==> src/rtl/pnoc_pkg.sv <==
// constants, register map and carrier types for the phase/neutral overcurrent
// decision block; assumes a 100 MHz system clock and phasor inputs in fixed point
package pnoc_pkg;
	// time base
	localparam int CLK_PERIOD_NS    = 10;
	localparam int PASS_TIME_NS     = 1000000;
	localparam int PASS_CYC         = PASS_TIME_NS / CLK_PERIOD_NS;
	localparam int MEM_TIME_MS      = 1000;
	localparam int MEM_TICKS        = MEM_TIME_MS * 1000000 / PASS_TIME_NS;
	localparam int DT_STEP_MS       = 10;
	localparam int DT_STEP_TICKS    = DT_STEP_MS * 1000000 / PASS_TIME_NS;
	localparam int DIR_SETTLE_MS    = 8;
	localparam int DIR_SETTLE_CYC   = DIR_SETTLE_MS * 1000000 / CLK_PERIOD_NS;
	localparam int CNT_W            = 20;
	localparam int MEM_W            = 12;

	// angles: 16-bit binary fraction of a full turn
	localparam logic [15:0] ANG_90   = 16'h4000;
	localparam logic [15:0] ANG_M90  = 16'hC000;
	localparam logic [15:0] ANG_180  = 16'h8000;
	// magnitudes: 1 pu = 10000 counts
	localparam logic [6:0]  PCT_FULL    = 7'h64;
	localparam logic [6:0]  CT_MIN_PCT  = 7'h05;
	localparam int          RESTRAINT_SH = 4;

	// register byte addresses
	localparam logic [7:0] REG_CTRL      = 8'h00;
	localparam logic [7:0] REG_CHAR_ANG  = 8'h04;
	localparam logic [7:0] REG_POL_THR   = 8'h08;
	localparam logic [7:0] REG_CT_NOM    = 8'h0C;
	localparam logic [7:0] REG_PIOC_PKP  = 8'h10;
	localparam logic [7:0] REG_PIOC_DLY  = 8'h14;
	localparam logic [7:0] REG_NTOC_PKP  = 8'h18;
	localparam logic [7:0] REG_NTOC_TDM  = 8'h1C;
	localparam logic [7:0] REG_NIOC_PKP  = 8'h20;
	localparam logic [7:0] REG_NIOC_DLY  = 8'h24;
	localparam logic [7:0] REG_STATUS    = 8'h28;

	// control field positions
	localparam int CTL_DIR_EN    = 0;
	localparam int CTL_ROT_ACB   = 1;
	localparam int CTL_SRC_SEL   = 2;
	localparam int CTL_BLK_EXP   = 3;
	localparam int CTL_NTOC_RMS  = 4;
	localparam int CTL_NRST_INST = 5;
	localparam int CTL_PIOC_SUP  = 6;
	localparam int CTL_PIOC_EN   = 7;
	localparam int CTL_NTOC_EN   = 8;
	localparam int CTL_NIOC_EN   = 9;
	localparam int CTL_W         = 10;

	// reset values
	localparam logic [9:0]  CTRL_RST    = 10'h000;
	localparam logic [15:0] ECA_RST     = 16'h0000;
	localparam logic [15:0] POL_THR_RST = 16'h01F4;
	localparam logic [15:0] CT_NOM_RST  = 16'h2710;
	localparam logic [15:0] PKP_RST     = 16'h2710;
	localparam logic [15:0] DLY_RST     = 16'h0000;

	// one measured source; line voltage index 0=AB, 1=BC, 2=CA
	typedef struct packed {
		logic [2:0][15:0] i_mag;
		logic [2:0][15:0] i_ang;
		logic [2:0][15:0] v_mag;
		logic [2:0][15:0] v_ang;
		logic [15:0]      i0_mag;
		logic [15:0]      i1_mag;
		logic [15:0]      i3n_rms;
	} pnoc_src_s;

	typedef struct packed {
		logic [2:0] mem_exp;
		logic       nioc_op;
		logic       nioc_pkp;
		logic       ntoc_op;
		logic       ntoc_pkp;
		logic [2:0] pioc_op;
		logic [2:0] pioc_pkp;
		logic [2:0] dir;
	} pnoc_out_s;
endpackage

==> src/rtl/pnoc_top.sv <==
// phase directional supervision, phase and neutral instantaneous overcurrent,
// neutral definite-time overcurrent; assumes phasors from same-clock logic and
// a register master on the plain strobe port
//
// The address-and-strobe port and the register offsets are this design's own decisions.
`timescale 1ns/1ps
`default_nettype none

////////////////////////////////////////////////////////////////////////////////
// definite-time stage shared by the instantaneous elements
module pnoc_dt_timer (
	input  wire logic        mclk,
	input  wire logic        reset,
	input  wire logic        tick,
	input  wire logic        active,
	input  wire logic [15:0] delay_steps,
	output logic             pickup,
	output logic             operate
);
	logic [pnoc_pkg::CNT_W-1:0] target;
	logic [pnoc_pkg::CNT_W-1:0] cnt_ff;

	assign target = pnoc_pkg::CNT_W'(delay_steps * pnoc_pkg::DT_STEP_TICKS);

	always_ff @(posedge mclk) begin
		if (reset) begin
			cnt_ff  <= '0;
			pickup  <= 1'b0;
			operate <= 1'b0;
		end else if (tick) begin
			pickup <= active;
			if (!active) begin
				cnt_ff  <= '0;
				operate <= 1'b0;
			end else begin
				operate <= (cnt_ff >= target);
				if (cnt_ff < target)
					cnt_ff <= cnt_ff + 1'b1;
			end
		end
	end

	AST_DT_OPERATE: assert property (@(posedge mclk) disable iff (reset)
		tick && active && (cnt_ff >= target) |=> operate && pickup)
		else $error("definite time stage missed its operate");
	AST_DT_NO_EARLY: assert property (@(posedge mclk) disable iff (reset)
		tick && (cnt_ff < target) |=> !operate)
		else $error("definite time stage operated early");
endmodule

////////////////////////////////////////////////////////////////////////////////
// Summary of operation
// phase instantaneous element, optional definite delay
// one directional element per phase, drives blocks
// polarizing from rotated line voltage per sequence
// quadrature voltage shifted leading by characteristic angle
// output zero when disabled or current low
// zero within plus minus ninety, else one
// remembered voltage angle valid one second
// after expiry block or permit per setting
// normal blocking resumes when voltage returns
// settable polarizing threshold, default 0.05 pu
// source select feeds current and voltage
// logic one on block input inhibits element
// blocking established within about eight milliseconds
// user adds ten to twenty ms delay
// neutral time input is 3I0, phasor or rms
// neutral time reset timed or instantaneous
// block resets accumulator per reset mode
// neutral pickup held until memory fully reset
// neutral instantaneous on derived neutral phasor
// neutral operating quantity uses 1/16 restraint
// definite delay in 10 ms steps to 600 s
// everything evaluated once per protection pass
module pnoc_top #(
	parameter int PASS_CYCLES = pnoc_pkg::PASS_CYC
) (
	input  wire logic              mclk,
	input  wire logic              reset,
	input  wire logic [7:0]        reg_addr,
	input  wire logic [31:0]       reg_wdata,
	input  wire logic              reg_wr,
	input  wire logic              reg_rd,
	output logic [31:0]            reg_rdata,
	input  wire pnoc_pkg::pnoc_src_s meas_src0,
	input  wire pnoc_pkg::pnoc_src_s meas_src1,
	input  wire logic              phase_ioc_block,
	input  wire logic              neutral_toc_block,
	input  wire logic              neutral_ioc_block,
	output pnoc_pkg::pnoc_out_s    prot_out,
	output logic                   pass_tick
);
	////////////////////////////////////////////////////////////////////////////
	// settings registers
	logic [pnoc_pkg::CTL_W-1:0] ctrl_ff;
	logic [15:0]                char_ang_ff;
	logic [15:0]                pol_thr_ff;
	logic [15:0]                ct_nom_ff;
	logic [15:0]                pioc_pkp_ff;
	logic [15:0]                pioc_dly_ff;
	logic [15:0]                ntoc_pkp_ff;
	logic [15:0]                ntoc_tdm_ff;
	logic [15:0]                nioc_pkp_ff;
	logic [15:0]                nioc_dly_ff;
	logic [31:0]                nxt_rdata;

	always_ff @(posedge mclk) begin
		if (reset) begin
			ctrl_ff     <= pnoc_pkg::CTRL_RST;
			char_ang_ff <= pnoc_pkg::ECA_RST;
			pol_thr_ff  <= pnoc_pkg::POL_THR_RST;
			ct_nom_ff   <= pnoc_pkg::CT_NOM_RST;
			pioc_pkp_ff <= pnoc_pkg::PKP_RST;
			pioc_dly_ff <= pnoc_pkg::DLY_RST;
			ntoc_pkp_ff <= pnoc_pkg::PKP_RST;
			ntoc_tdm_ff <= pnoc_pkg::DLY_RST;
			nioc_pkp_ff <= pnoc_pkg::PKP_RST;
			nioc_dly_ff <= pnoc_pkg::DLY_RST;
		end else if (reg_wr) begin
			case (reg_addr)
				pnoc_pkg::REG_CTRL:     ctrl_ff     <= reg_wdata[pnoc_pkg::CTL_W-1:0];
				pnoc_pkg::REG_CHAR_ANG: char_ang_ff <= reg_wdata[15:0];
				pnoc_pkg::REG_POL_THR:  pol_thr_ff  <= reg_wdata[15:0];
				pnoc_pkg::REG_CT_NOM:   ct_nom_ff   <= reg_wdata[15:0];
				pnoc_pkg::REG_PIOC_PKP: pioc_pkp_ff <= reg_wdata[15:0];
				pnoc_pkg::REG_PIOC_DLY: pioc_dly_ff <= reg_wdata[15:0];
				pnoc_pkg::REG_NTOC_PKP: ntoc_pkp_ff <= reg_wdata[15:0];
				pnoc_pkg::REG_NTOC_TDM: ntoc_tdm_ff <= reg_wdata[15:0];
				pnoc_pkg::REG_NIOC_PKP: nioc_pkp_ff <= reg_wdata[15:0];
				pnoc_pkg::REG_NIOC_DLY: nioc_dly_ff <= reg_wdata[15:0];
				default: ;
			endcase
		end
	end

	always_comb begin
		nxt_rdata = 32'h0000_0000;
		case (reg_addr)
			pnoc_pkg::REG_CTRL:     nxt_rdata = {22'h00_0000, ctrl_ff};
			pnoc_pkg::REG_CHAR_ANG: nxt_rdata = {16'h0000, char_ang_ff};
			pnoc_pkg::REG_POL_THR:  nxt_rdata = {16'h0000, pol_thr_ff};
			pnoc_pkg::REG_CT_NOM:   nxt_rdata = {16'h0000, ct_nom_ff};
			pnoc_pkg::REG_PIOC_PKP: nxt_rdata = {16'h0000, pioc_pkp_ff};
			pnoc_pkg::REG_PIOC_DLY: nxt_rdata = {16'h0000, pioc_dly_ff};
			pnoc_pkg::REG_NTOC_PKP: nxt_rdata = {16'h0000, ntoc_pkp_ff};
			pnoc_pkg::REG_NTOC_TDM: nxt_rdata = {16'h0000, ntoc_tdm_ff};
			pnoc_pkg::REG_NIOC_PKP: nxt_rdata = {16'h0000, nioc_pkp_ff};
			pnoc_pkg::REG_NIOC_DLY: nxt_rdata = {16'h0000, nioc_dly_ff};
			pnoc_pkg::REG_STATUS:   nxt_rdata = {16'h0000, prot_out};
			default:                nxt_rdata = 32'h0000_0000;
		endcase
	end

	// read data stand for one cycle only, zero otherwise
	always_ff @(posedge mclk) begin
		if (reset)
			reg_rdata <= 32'h0000_0000;
		else
			reg_rdata <= reg_rd ? nxt_rdata : 32'h0000_0000;
	end

	////////////////////////////////////////////////////////////////////////////
	// protection pass divider
	logic [31:0] pass_cnt_ff;

	always_ff @(posedge mclk) begin
		if (reset) begin
			pass_cnt_ff <= 32'h0000_0000;
			pass_tick   <= 1'b0;
		end else if (pass_cnt_ff >= 32'(PASS_CYCLES - 1)) begin
			pass_cnt_ff <= 32'h0000_0000;
			pass_tick   <= 1'b1;
		end else begin
			pass_cnt_ff <= pass_cnt_ff + 32'h0000_0001;
			pass_tick   <= 1'b0;
		end
	end

	// a reverse fault is seen within one pass, well inside the settling time
	AST_PASS_SPACING: assert property (@(posedge mclk) disable iff (reset)
		pass_cnt_ff < 32'(pnoc_pkg::DIR_SETTLE_CYC))
		else $error("protection pass slower than directional settling time");

	////////////////////////////////////////////////////////////////////////////
	// source selection
	pnoc_pkg::pnoc_src_s src;

	assign src = ctrl_ff[pnoc_pkg::CTL_SRC_SEL] ? meas_src1 : meas_src0;

	AST_SRC_SELECT: assert property (@(posedge mclk) disable iff (reset)
		ctrl_ff[pnoc_pkg::CTL_SRC_SEL] |-> (src.i_ang == meas_src1.i_ang)
			&& (src.v_mag == meas_src1.v_mag))
		else $error("directional source select not followed");

	////////////////////////////////////////////////////////////////////////////
	// per-phase directional element and phase instantaneous element
	logic [22:0] ct_min;

	assign ct_min = 23'(ct_nom_ff) * 23'(pnoc_pkg::CT_MIN_PCT);

	for (genvar g = 0; g < 3; g++) begin : g_phase
		localparam int LINE = (g + 1) % 3;
		logic [15:0]               line_ang;
		logic [15:0]               pol_ang;
		logic [15:0]               ang_diff;
		logic [22:0]               i_pct;
		logic                      cur_ok;
		logic                      v_ok;
		logic                      in_zone;
		logic                      mem_live;
		logic                      nxt_dir;
		logic [15:0]               mem_ang_ff;
		logic [pnoc_pkg::MEM_W-1:0] mem_cnt_ff;
		logic                      mem_armed_ff;
		logic                      dir_ff;
		logic                      mem_exp_ff;
		logic                      pioc_active;

		// reverse rotation uses the opposite line voltage, i.e. plus 180
		assign line_ang = src.v_ang[LINE]
			+ (ctrl_ff[pnoc_pkg::CTL_ROT_ACB] ? pnoc_pkg::ANG_180 : 16'h0000);
		assign v_ok     = src.v_mag[LINE] > pol_thr_ff;
		assign mem_live = !v_ok && mem_armed_ff
			&& (mem_cnt_ff < pnoc_pkg::MEM_W'(pnoc_pkg::MEM_TICKS));
		assign pol_ang  = (v_ok ? line_ang : mem_ang_ff) + char_ang_ff;
		assign ang_diff = src.i_ang[g] - pol_ang;
		assign in_zone  = (ang_diff <= pnoc_pkg::ANG_90)
			|| (ang_diff >= pnoc_pkg::ANG_M90);
		assign i_pct    = 23'(src.i_mag[g]) * 23'(pnoc_pkg::PCT_FULL);
		assign cur_ok   = i_pct >= ct_min;

		always_comb begin
			if (!ctrl_ff[pnoc_pkg::CTL_DIR_EN] || !cur_ok)
				nxt_dir = 1'b0;
			else if (v_ok || mem_live)
				nxt_dir = !in_zone;
			else
				nxt_dir = ctrl_ff[pnoc_pkg::CTL_BLK_EXP];
		end

		// memory holds the angle last seen above threshold
		always_ff @(posedge mclk) begin
			if (reset) begin
				mem_ang_ff   <= 16'h0000;
				mem_cnt_ff   <= '0;
				mem_armed_ff <= 1'b0;
				mem_exp_ff   <= 1'b0;
			end else if (pass_tick) begin
				mem_exp_ff <= !v_ok && !mem_live;
				if (v_ok) begin
					mem_ang_ff   <= line_ang;
					mem_cnt_ff   <= '0;
					mem_armed_ff <= 1'b1;
				end else if (mem_live) begin
					mem_cnt_ff <= mem_cnt_ff + 1'b1;
				end
			end
		end

		always_ff @(posedge mclk) begin
			if (reset)
				dir_ff <= 1'b0;
			else if (pass_tick)
				dir_ff <= nxt_dir;
		end

		assign prot_out.dir[g]     = dir_ff;
		// held per pass, so status agrees with the other flags
		assign prot_out.mem_exp[g] = mem_exp_ff;

		// supervision: a one from the directional element is a block
		assign pioc_active = ctrl_ff[pnoc_pkg::CTL_PIOC_EN]
			&& (src.i_mag[g] > pioc_pkp_ff)
			&& !phase_ioc_block
			&& !(ctrl_ff[pnoc_pkg::CTL_PIOC_SUP] && dir_ff);

		pnoc_dt_timer u_pioc (
			.mclk        (mclk),
			.reset       (reset),
			.tick        (pass_tick),
			.active      (pioc_active),
			.delay_steps (pioc_dly_ff),
			.pickup      (prot_out.pioc_pkp[g]),
			.operate     (prot_out.pioc_op[g])
		);

		AST_DIR_OFF: assert property (@(posedge mclk) disable iff (reset)
			pass_tick && (!ctrl_ff[pnoc_pkg::CTL_DIR_EN] || !cur_ok) |=> !dir_ff)
			else $error("directional output not forced low");
		AST_DIR_ZONE: assert property (@(posedge mclk) disable iff (reset)
			pass_tick && ctrl_ff[pnoc_pkg::CTL_DIR_EN] && cur_ok && v_ok
			|=> dir_ff == !$past(in_zone))
			else $error("directional decision wrong for angle");
		AST_MEM_USE: assert property (@(posedge mclk) disable iff (reset)
			pass_tick && ctrl_ff[pnoc_pkg::CTL_DIR_EN] && cur_ok && mem_live
			|=> dir_ff == !$past(in_zone) && $stable(mem_ang_ff))
			else $error("voltage memory not used after collapse");
		AST_MEM_EXPIRY: assert property (@(posedge mclk) disable iff (reset)
			pass_tick && ctrl_ff[pnoc_pkg::CTL_DIR_EN] && cur_ok && !v_ok && !mem_live
			|=> dir_ff == $past(ctrl_ff[pnoc_pkg::CTL_BLK_EXP]))
			else $error("expiry action does not follow setting");
		AST_PIOC_BLOCKED: assert property (@(posedge mclk) disable iff (reset)
			pass_tick && ctrl_ff[pnoc_pkg::CTL_PIOC_SUP] && dir_ff
			|=> !prot_out.pioc_pkp[g])
			else $error("blocked phase element picked up");
	end

	////////////////////////////////////////////////////////////////////////////
	// neutral time overcurrent, definite time curve
	logic [17:0]                 i0_x3;
	logic [17:0]                 ntoc_qty;
	logic                        ntoc_above;
	logic                        ntoc_blk;
	logic                        ntoc_inst;
	logic [pnoc_pkg::CNT_W-1:0]  ntoc_target;
	logic [pnoc_pkg::CNT_W-1:0]  ntoc_acc_ff;
	logic [pnoc_pkg::CNT_W-1:0]  nxt_ntoc_acc;
	logic                        ntoc_pkp_out_ff;
	logic                        ntoc_op_out_ff;

	assign i0_x3       = 18'(src.i0_mag) * 18'h0_0003;
	assign ntoc_qty    = ctrl_ff[pnoc_pkg::CTL_NTOC_RMS] ? 18'(src.i3n_rms) : i0_x3;
	assign ntoc_above  = ntoc_qty > 18'(ntoc_pkp_ff);
	assign ntoc_blk    = neutral_toc_block || !ctrl_ff[pnoc_pkg::CTL_NTOC_EN];
	assign ntoc_inst   = ctrl_ff[pnoc_pkg::CTL_NRST_INST];
	assign ntoc_target = pnoc_pkg::CNT_W'(ntoc_tdm_ff * pnoc_pkg::DT_STEP_TICKS);

	always_comb begin
		nxt_ntoc_acc = ntoc_acc_ff;
		if (ntoc_blk || !ntoc_above) begin
			if (ntoc_inst)
				nxt_ntoc_acc = '0;
			else if (ntoc_acc_ff != '0)
				nxt_ntoc_acc = ntoc_acc_ff - 1'b1;
		end else if (ntoc_acc_ff < ntoc_target) begin
			nxt_ntoc_acc = ntoc_acc_ff + 1'b1;
		end
	end

	always_ff @(posedge mclk) begin
		if (reset) begin
			ntoc_acc_ff     <= '0;
			ntoc_pkp_out_ff <= 1'b0;
			ntoc_op_out_ff  <= 1'b0;
		end else if (pass_tick) begin
			ntoc_acc_ff     <= nxt_ntoc_acc;
			// timed reset keeps pickup until the memory drains
			ntoc_pkp_out_ff <= (ntoc_above && !ntoc_blk)
				|| (!ntoc_inst && nxt_ntoc_acc != '0);
			ntoc_op_out_ff  <= ntoc_above && !ntoc_blk && (ntoc_acc_ff >= ntoc_target);
		end
	end

	assign prot_out.ntoc_pkp = ntoc_pkp_out_ff;
	assign prot_out.ntoc_op  = ntoc_op_out_ff;

	AST_NTOC_INST_CLEAR: assert property (@(posedge mclk) disable iff (reset)
		pass_tick && ntoc_inst && (ntoc_blk || !ntoc_above)
		|=> ntoc_acc_ff == '0 && !ntoc_pkp_out_ff)
		else $error("instantaneous reset did not clear accumulator");
	AST_NTOC_PKP_HOLD: assert property (@(posedge mclk) disable iff (reset)
		pass_tick && !ntoc_inst && (nxt_ntoc_acc != '0) |=> ntoc_pkp_out_ff)
		else $error("neutral pickup dropped before memory reset");
	AST_NTOC_TIMED_DRAIN: assert property (@(posedge mclk) disable iff (reset)
		pass_tick && !ntoc_inst && !ntoc_above && (ntoc_acc_ff != '0)
		|=> ntoc_acc_ff == $past(ntoc_acc_ff) - 1'b1)
		else $error("timed reset did not drain by one pass");

	////////////////////////////////////////////////////////////////////////////
	// neutral instantaneous overcurrent with positive-sequence restraint
	logic [15:0] i1_part;
	logic [15:0] nioc_net;
	logic [17:0] nioc_qty;
	logic        nioc_active;

	assign i1_part  = src.i1_mag >> pnoc_pkg::RESTRAINT_SH;
	// restraint larger than zero sequence gives no operating quantity
	assign nioc_net = (src.i0_mag > i1_part) ? (src.i0_mag - i1_part) : 16'h0000;
	assign nioc_qty = 18'(nioc_net) * 18'h0_0003;
	assign nioc_active = ctrl_ff[pnoc_pkg::CTL_NIOC_EN] && !neutral_ioc_block
		&& (nioc_qty > 18'(nioc_pkp_ff));

	pnoc_dt_timer u_nioc (
		.mclk        (mclk),
		.reset       (reset),
		.tick        (pass_tick),
		.active      (nioc_active),
		.delay_steps (nioc_dly_ff),
		.pickup      (prot_out.nioc_pkp),
		.operate     (prot_out.nioc_op)
	);

	AST_NIOC_QTY: assert property (@(posedge mclk) disable iff (reset)
		(src.i0_mag >= (src.i1_mag >> pnoc_pkg::RESTRAINT_SH))
		|-> nioc_qty == 18'(src.i0_mag - (src.i1_mag >> pnoc_pkg::RESTRAINT_SH)) * 18'h0_0003)
		else $error("neutral operating quantity wrong");
endmodule

`default_nettype wire

==> config.mk <==
export PLATFORM = sky130hd
export DESIGN_NAME = pnoc_top
export DESIGN_NICKNAME = d
export VERILOG_FILES = /design/src/rtl/pnoc_pkg.sv /design/src/rtl/pnoc_top.sv
export SDC_FILE = /design/constraint.sdc
export NUM_CORES = 2
export LEC_CHECK = 0
export ABC_CLOCK_PERIOD_IN_PS = 9300
export BUFFER_PORTS_ARGS = -buffer_cell sky130_fd_sc_hd__buf_2
export CORE_MARGIN = 10
export CORE_UTILIZATION = 50
export CTS_CLUSTER_SIZE = 25
export DETAILED_ROUTE_END_ITERATION = 10
export GPL_TIMING_DRIVEN = 1
export PLACE_DENSITY = 0.69
export SKIP_LAST_GASP = 1
export SLEW_MARGIN = 40
export SYNTH_ARGS = -nofsm -noshare
export SYNTH_HDL_FRONTEND = slang
export SYNTH_SLANG_ARGS = --single-unit
==> constraint.sdc <==
create_clock -name mclk -period 9.3 [get_ports mclk]
set_clock_uncertainty 0.05 [all_clocks]
set_input_delay 1.86 -clock mclk [delete_from_list [all_inputs] [get_ports mclk]]
set_output_delay 1.86 -clock mclk [all_outputs]
set_load 0.01 [all_outputs]
==> results.toml <==
[run_status]
status = "finished clean"

[logic_synthesis]
avgSynthCellArea_um2 = 8.04
synth_seq_area_share = 0.202
synth.area.top_cells = "dfxtp_1 20%, ha_1 20%, a21oi_1 5.0%, nand2_1 4.7%, fa_1 4.2%"
synth_ff_type = "dfxtp_1"
synth_seq_cells = 406
synth_edf_count = 0
yosysMostFrequentCell = "ha_1"
ys_async_sr_fraction = 0
ys_types = 100
synth_common_cells = "643 x ha_1, 505 x nand2_1, 430 x inv_1, 406 x dfxtp_1, 399 x a21oi_1"
yosys.area.top_type = "dfxtp_1"
synth_area_mm2 = 0.0402
synth_top_area_share = 0.202
syn_inst = 5003
ys_warn_count = 0

[power_and_ir_drop]
ir_worst_vdd_v = 0.000139
cellPowerDensity_mw_per_mm2 = 135
p_leak_nw = 20.2

[setup_path]
critPathKind = "input pin to register"
required_ns = 9.72
worstPathArrival_ns = 8.27
setup.worst_path.end_class = "register"
slowest_stage = "fa_1"
max_stage_delay_ns = 0.45
path_max_fanout = 33
worstSetupStartpointType = "input pin"

[clocking]
clockBufferDepth = 3
cts_resized = 0
postCtsSetupBuffers = 0
clk_latency_ns = 0.59
cts_tree = "built"
cts_hold_buf = 0
cts_sinks = 406
root_buffer = "clkbuf_16"
cts_made_buffers = 44
h-tree-depth = 2
clk_pin_slew_worst_paths_ns = 0.06

[layout]
area_growth_pct = 12.8
drive_gt1_frac = 0.149
multi_input_area_mm2 = 0.0297
regArea_mm2 = 0.00813
filler_cell_count = 7606
finalNetCount = 6693

[sta]
tns_ns = 0
min_period_ns = 7.86
fmax_mhz = 127
worst_pin_slew_ns = 0.936
report.final.hold_viol_count = 0
whs_ns = 0.410
rsz0062_at_grt = "false"
slew_headroom = 0.373
drv_slew = 0
setup_violations = 0
period_share = 0.845

[floorplanning]
core-area_mm2 = 0.0794
design.portCount = 576
chipWidth_um = 304
initial_core_util = 0.507
rows = 103
die_height_um = 304
die_area_mm2 = 0.0922

[placement]
routabilityCongestion = 0.989
port_buffers = 535
hpwl_um = 112000

[routing]
drtIter0Drc = 3537
routed_wl_um = 139000
drt_pass1_iterations = 10
drt-wirelength-per-cell_um = 21.2
vias = 38100
route.detailed.drc = 0
viasPerCell = 5.83
ant_nets = 0

[global_route]
grt_max_degree = 62
grt_pass1_wl_um = 211000
grt_pass1_vias = 36100
grt_overflow_total = 0
antenna_found_initial = 25
grtUsageTotal = 0.284

[hold_path]
min_path_type = "register to register"

[flow_run]
max_cap_viol_count = 0
==> final timing paths <==
path / from / endpoint / slack, ns / cells past startpoint
worst min register to register: pass_cnt_ff[0]$_SDFF_PP0_ / pass_cnt_ff[0]$_SDFF_PP0_ / 0.41 / 1
worst min-delay path: pass_cnt_ff[0]$_SDFF_PP0_ / pass_cnt_ff[0]$_SDFF_PP0_ / 0.41 / 1
worst max register to register: ctrl_ff[2]$_SDFFE_PP0P_ / u_nioc.cnt_ff[19]$_SDFFE_PP0P_ / 1.72 / 32
worst max-delay path: meas_src1[32] / u_nioc.cnt_ff[19]$_SDFFE_PP0P_ / 1.44 / 33
==> stage by stage <==
stage          worst slack, ns  std cells  power, mW  utilization  area (um^2)
4_1_cts                   1.47       6524       6.11        0.571        45300
3_5_place_dp             0.894       6443       4.22        0.551        43800
5_1_grt                   1.04       6534       6.53        0.571        45300
3_3_place_gp             0.973       6443       4.18        0.551        43700
6_report                  1.44       6538       6.13        0.571        45400
2_1_floorplan             1.57       5033       3.64            -        40300
==> power breakdown <==
part | switching, mW | internal [mW]
combinational | 1.34 | 1.04
sequential | 0.0660 | 1.78
clock | 0.816 | 1.08
==> layer usage <==
layer,part of all wire,routed length (um),vias up,track usage
met1,0.42,58800,17900,0.379
li1,-,-,18700,-
met3,0.085,11800,221,0.0487
met5,0.00038,53,-,0
met2,0.46,63900,1340,0.464
met4,0.030,4140,8,0.0808
==> placed cells by master, fill, tap and decap left out, types with 37 or more instances in the layout <==
master	instances
or3_1	37
clkbuf_16	46
nand2b_1	59
mux2_2	94
nand4_1	90
o21ai_0	206
a21oi_1	399
a22oi_1	39
a211oi_1	78
nor2b_1	55
nand2_1	505
nor2_1	371
o21a_1	55
nand3_1	115
fa_1	84
mux2i_1	167
nor3_1	80
buf_2	534
buf_4	47
and3_1	51
a21o_1	118
xor2_1	104
xnor2_1	117
o211ai_1	45
inv_1	430
nor4_1	38
dfxtp_1	404
ha_1	643
==> cell families (layout without fill, tap and decap cells) <==
logic type               after synthesis  in the layout  share of synthesized area
XOR/XNOR                             221            221                     0.0481
adder cells (fa/ha/maj)              728            728                      0.242
AO/OA/AOI/OAI                       1215           1215                      0.196
multiplexers                         261            261                     0.0679
buffers and inverters                655           1096                     0.0650
AND/OR/NAND/NOR                     1516           1516                      0.179
other                                  1             45                  0.0000932
flip-flops                           406            406                      0.202
==> critical path, delay by kind of cell <==
family,cells,cell delay [ns]
buffers and inverters,6,0.77
muxes,1,0.29
and+or+nand+nor,7,0.97
adders and majority gates,4,1.31
xor gates and xnor gates,1,0.11
AOI/OAI and AO/OA,14,2.97
==> registers in the layout, summed over array words and instances (netlist names), 3 cells and up <==
name / count
g_phase.dir_ff: 3
pol_thr_ff: 16
pioc_pkp_ff: 16
ct_nom_ff: 16
g_phase.mem_cnt_ff: 36
reg_rdata: 16
ntoc_pkp_ff: 16
nioc_pkp_ff: 16
g_phase.u_pioc.pickup: 3
ctrl_ff: 10
g_phase.mem_ang_ff: 48
g_phase.mem_armed_ff: 3
char_ang_ff: 16
g_phase.u_pioc.operate: 3
ntoc_tdm_ff: 16
pioc_dly_ff: 16
g_phase.mem_exp_ff: 3
u_nioc.cnt_ff: 20
ntoc_acc_ff: 20
g_phase.u_pioc.cnt_ff: 60
nioc_dly_ff: 16
pass_cnt_ff: 32
==> layout make-up <==
class	count	share of cell area
multi-input cells	3972	0.654
flip-flops and latches	406	0.179
repair buffers	583	0.0674
inverters	432	0.0357
well taps	1050	0.0290
clock buffers	54	0.0267
clock inverters	27	0.00723
diodes	14	0.000772
(Power assumes the default switching activity.)
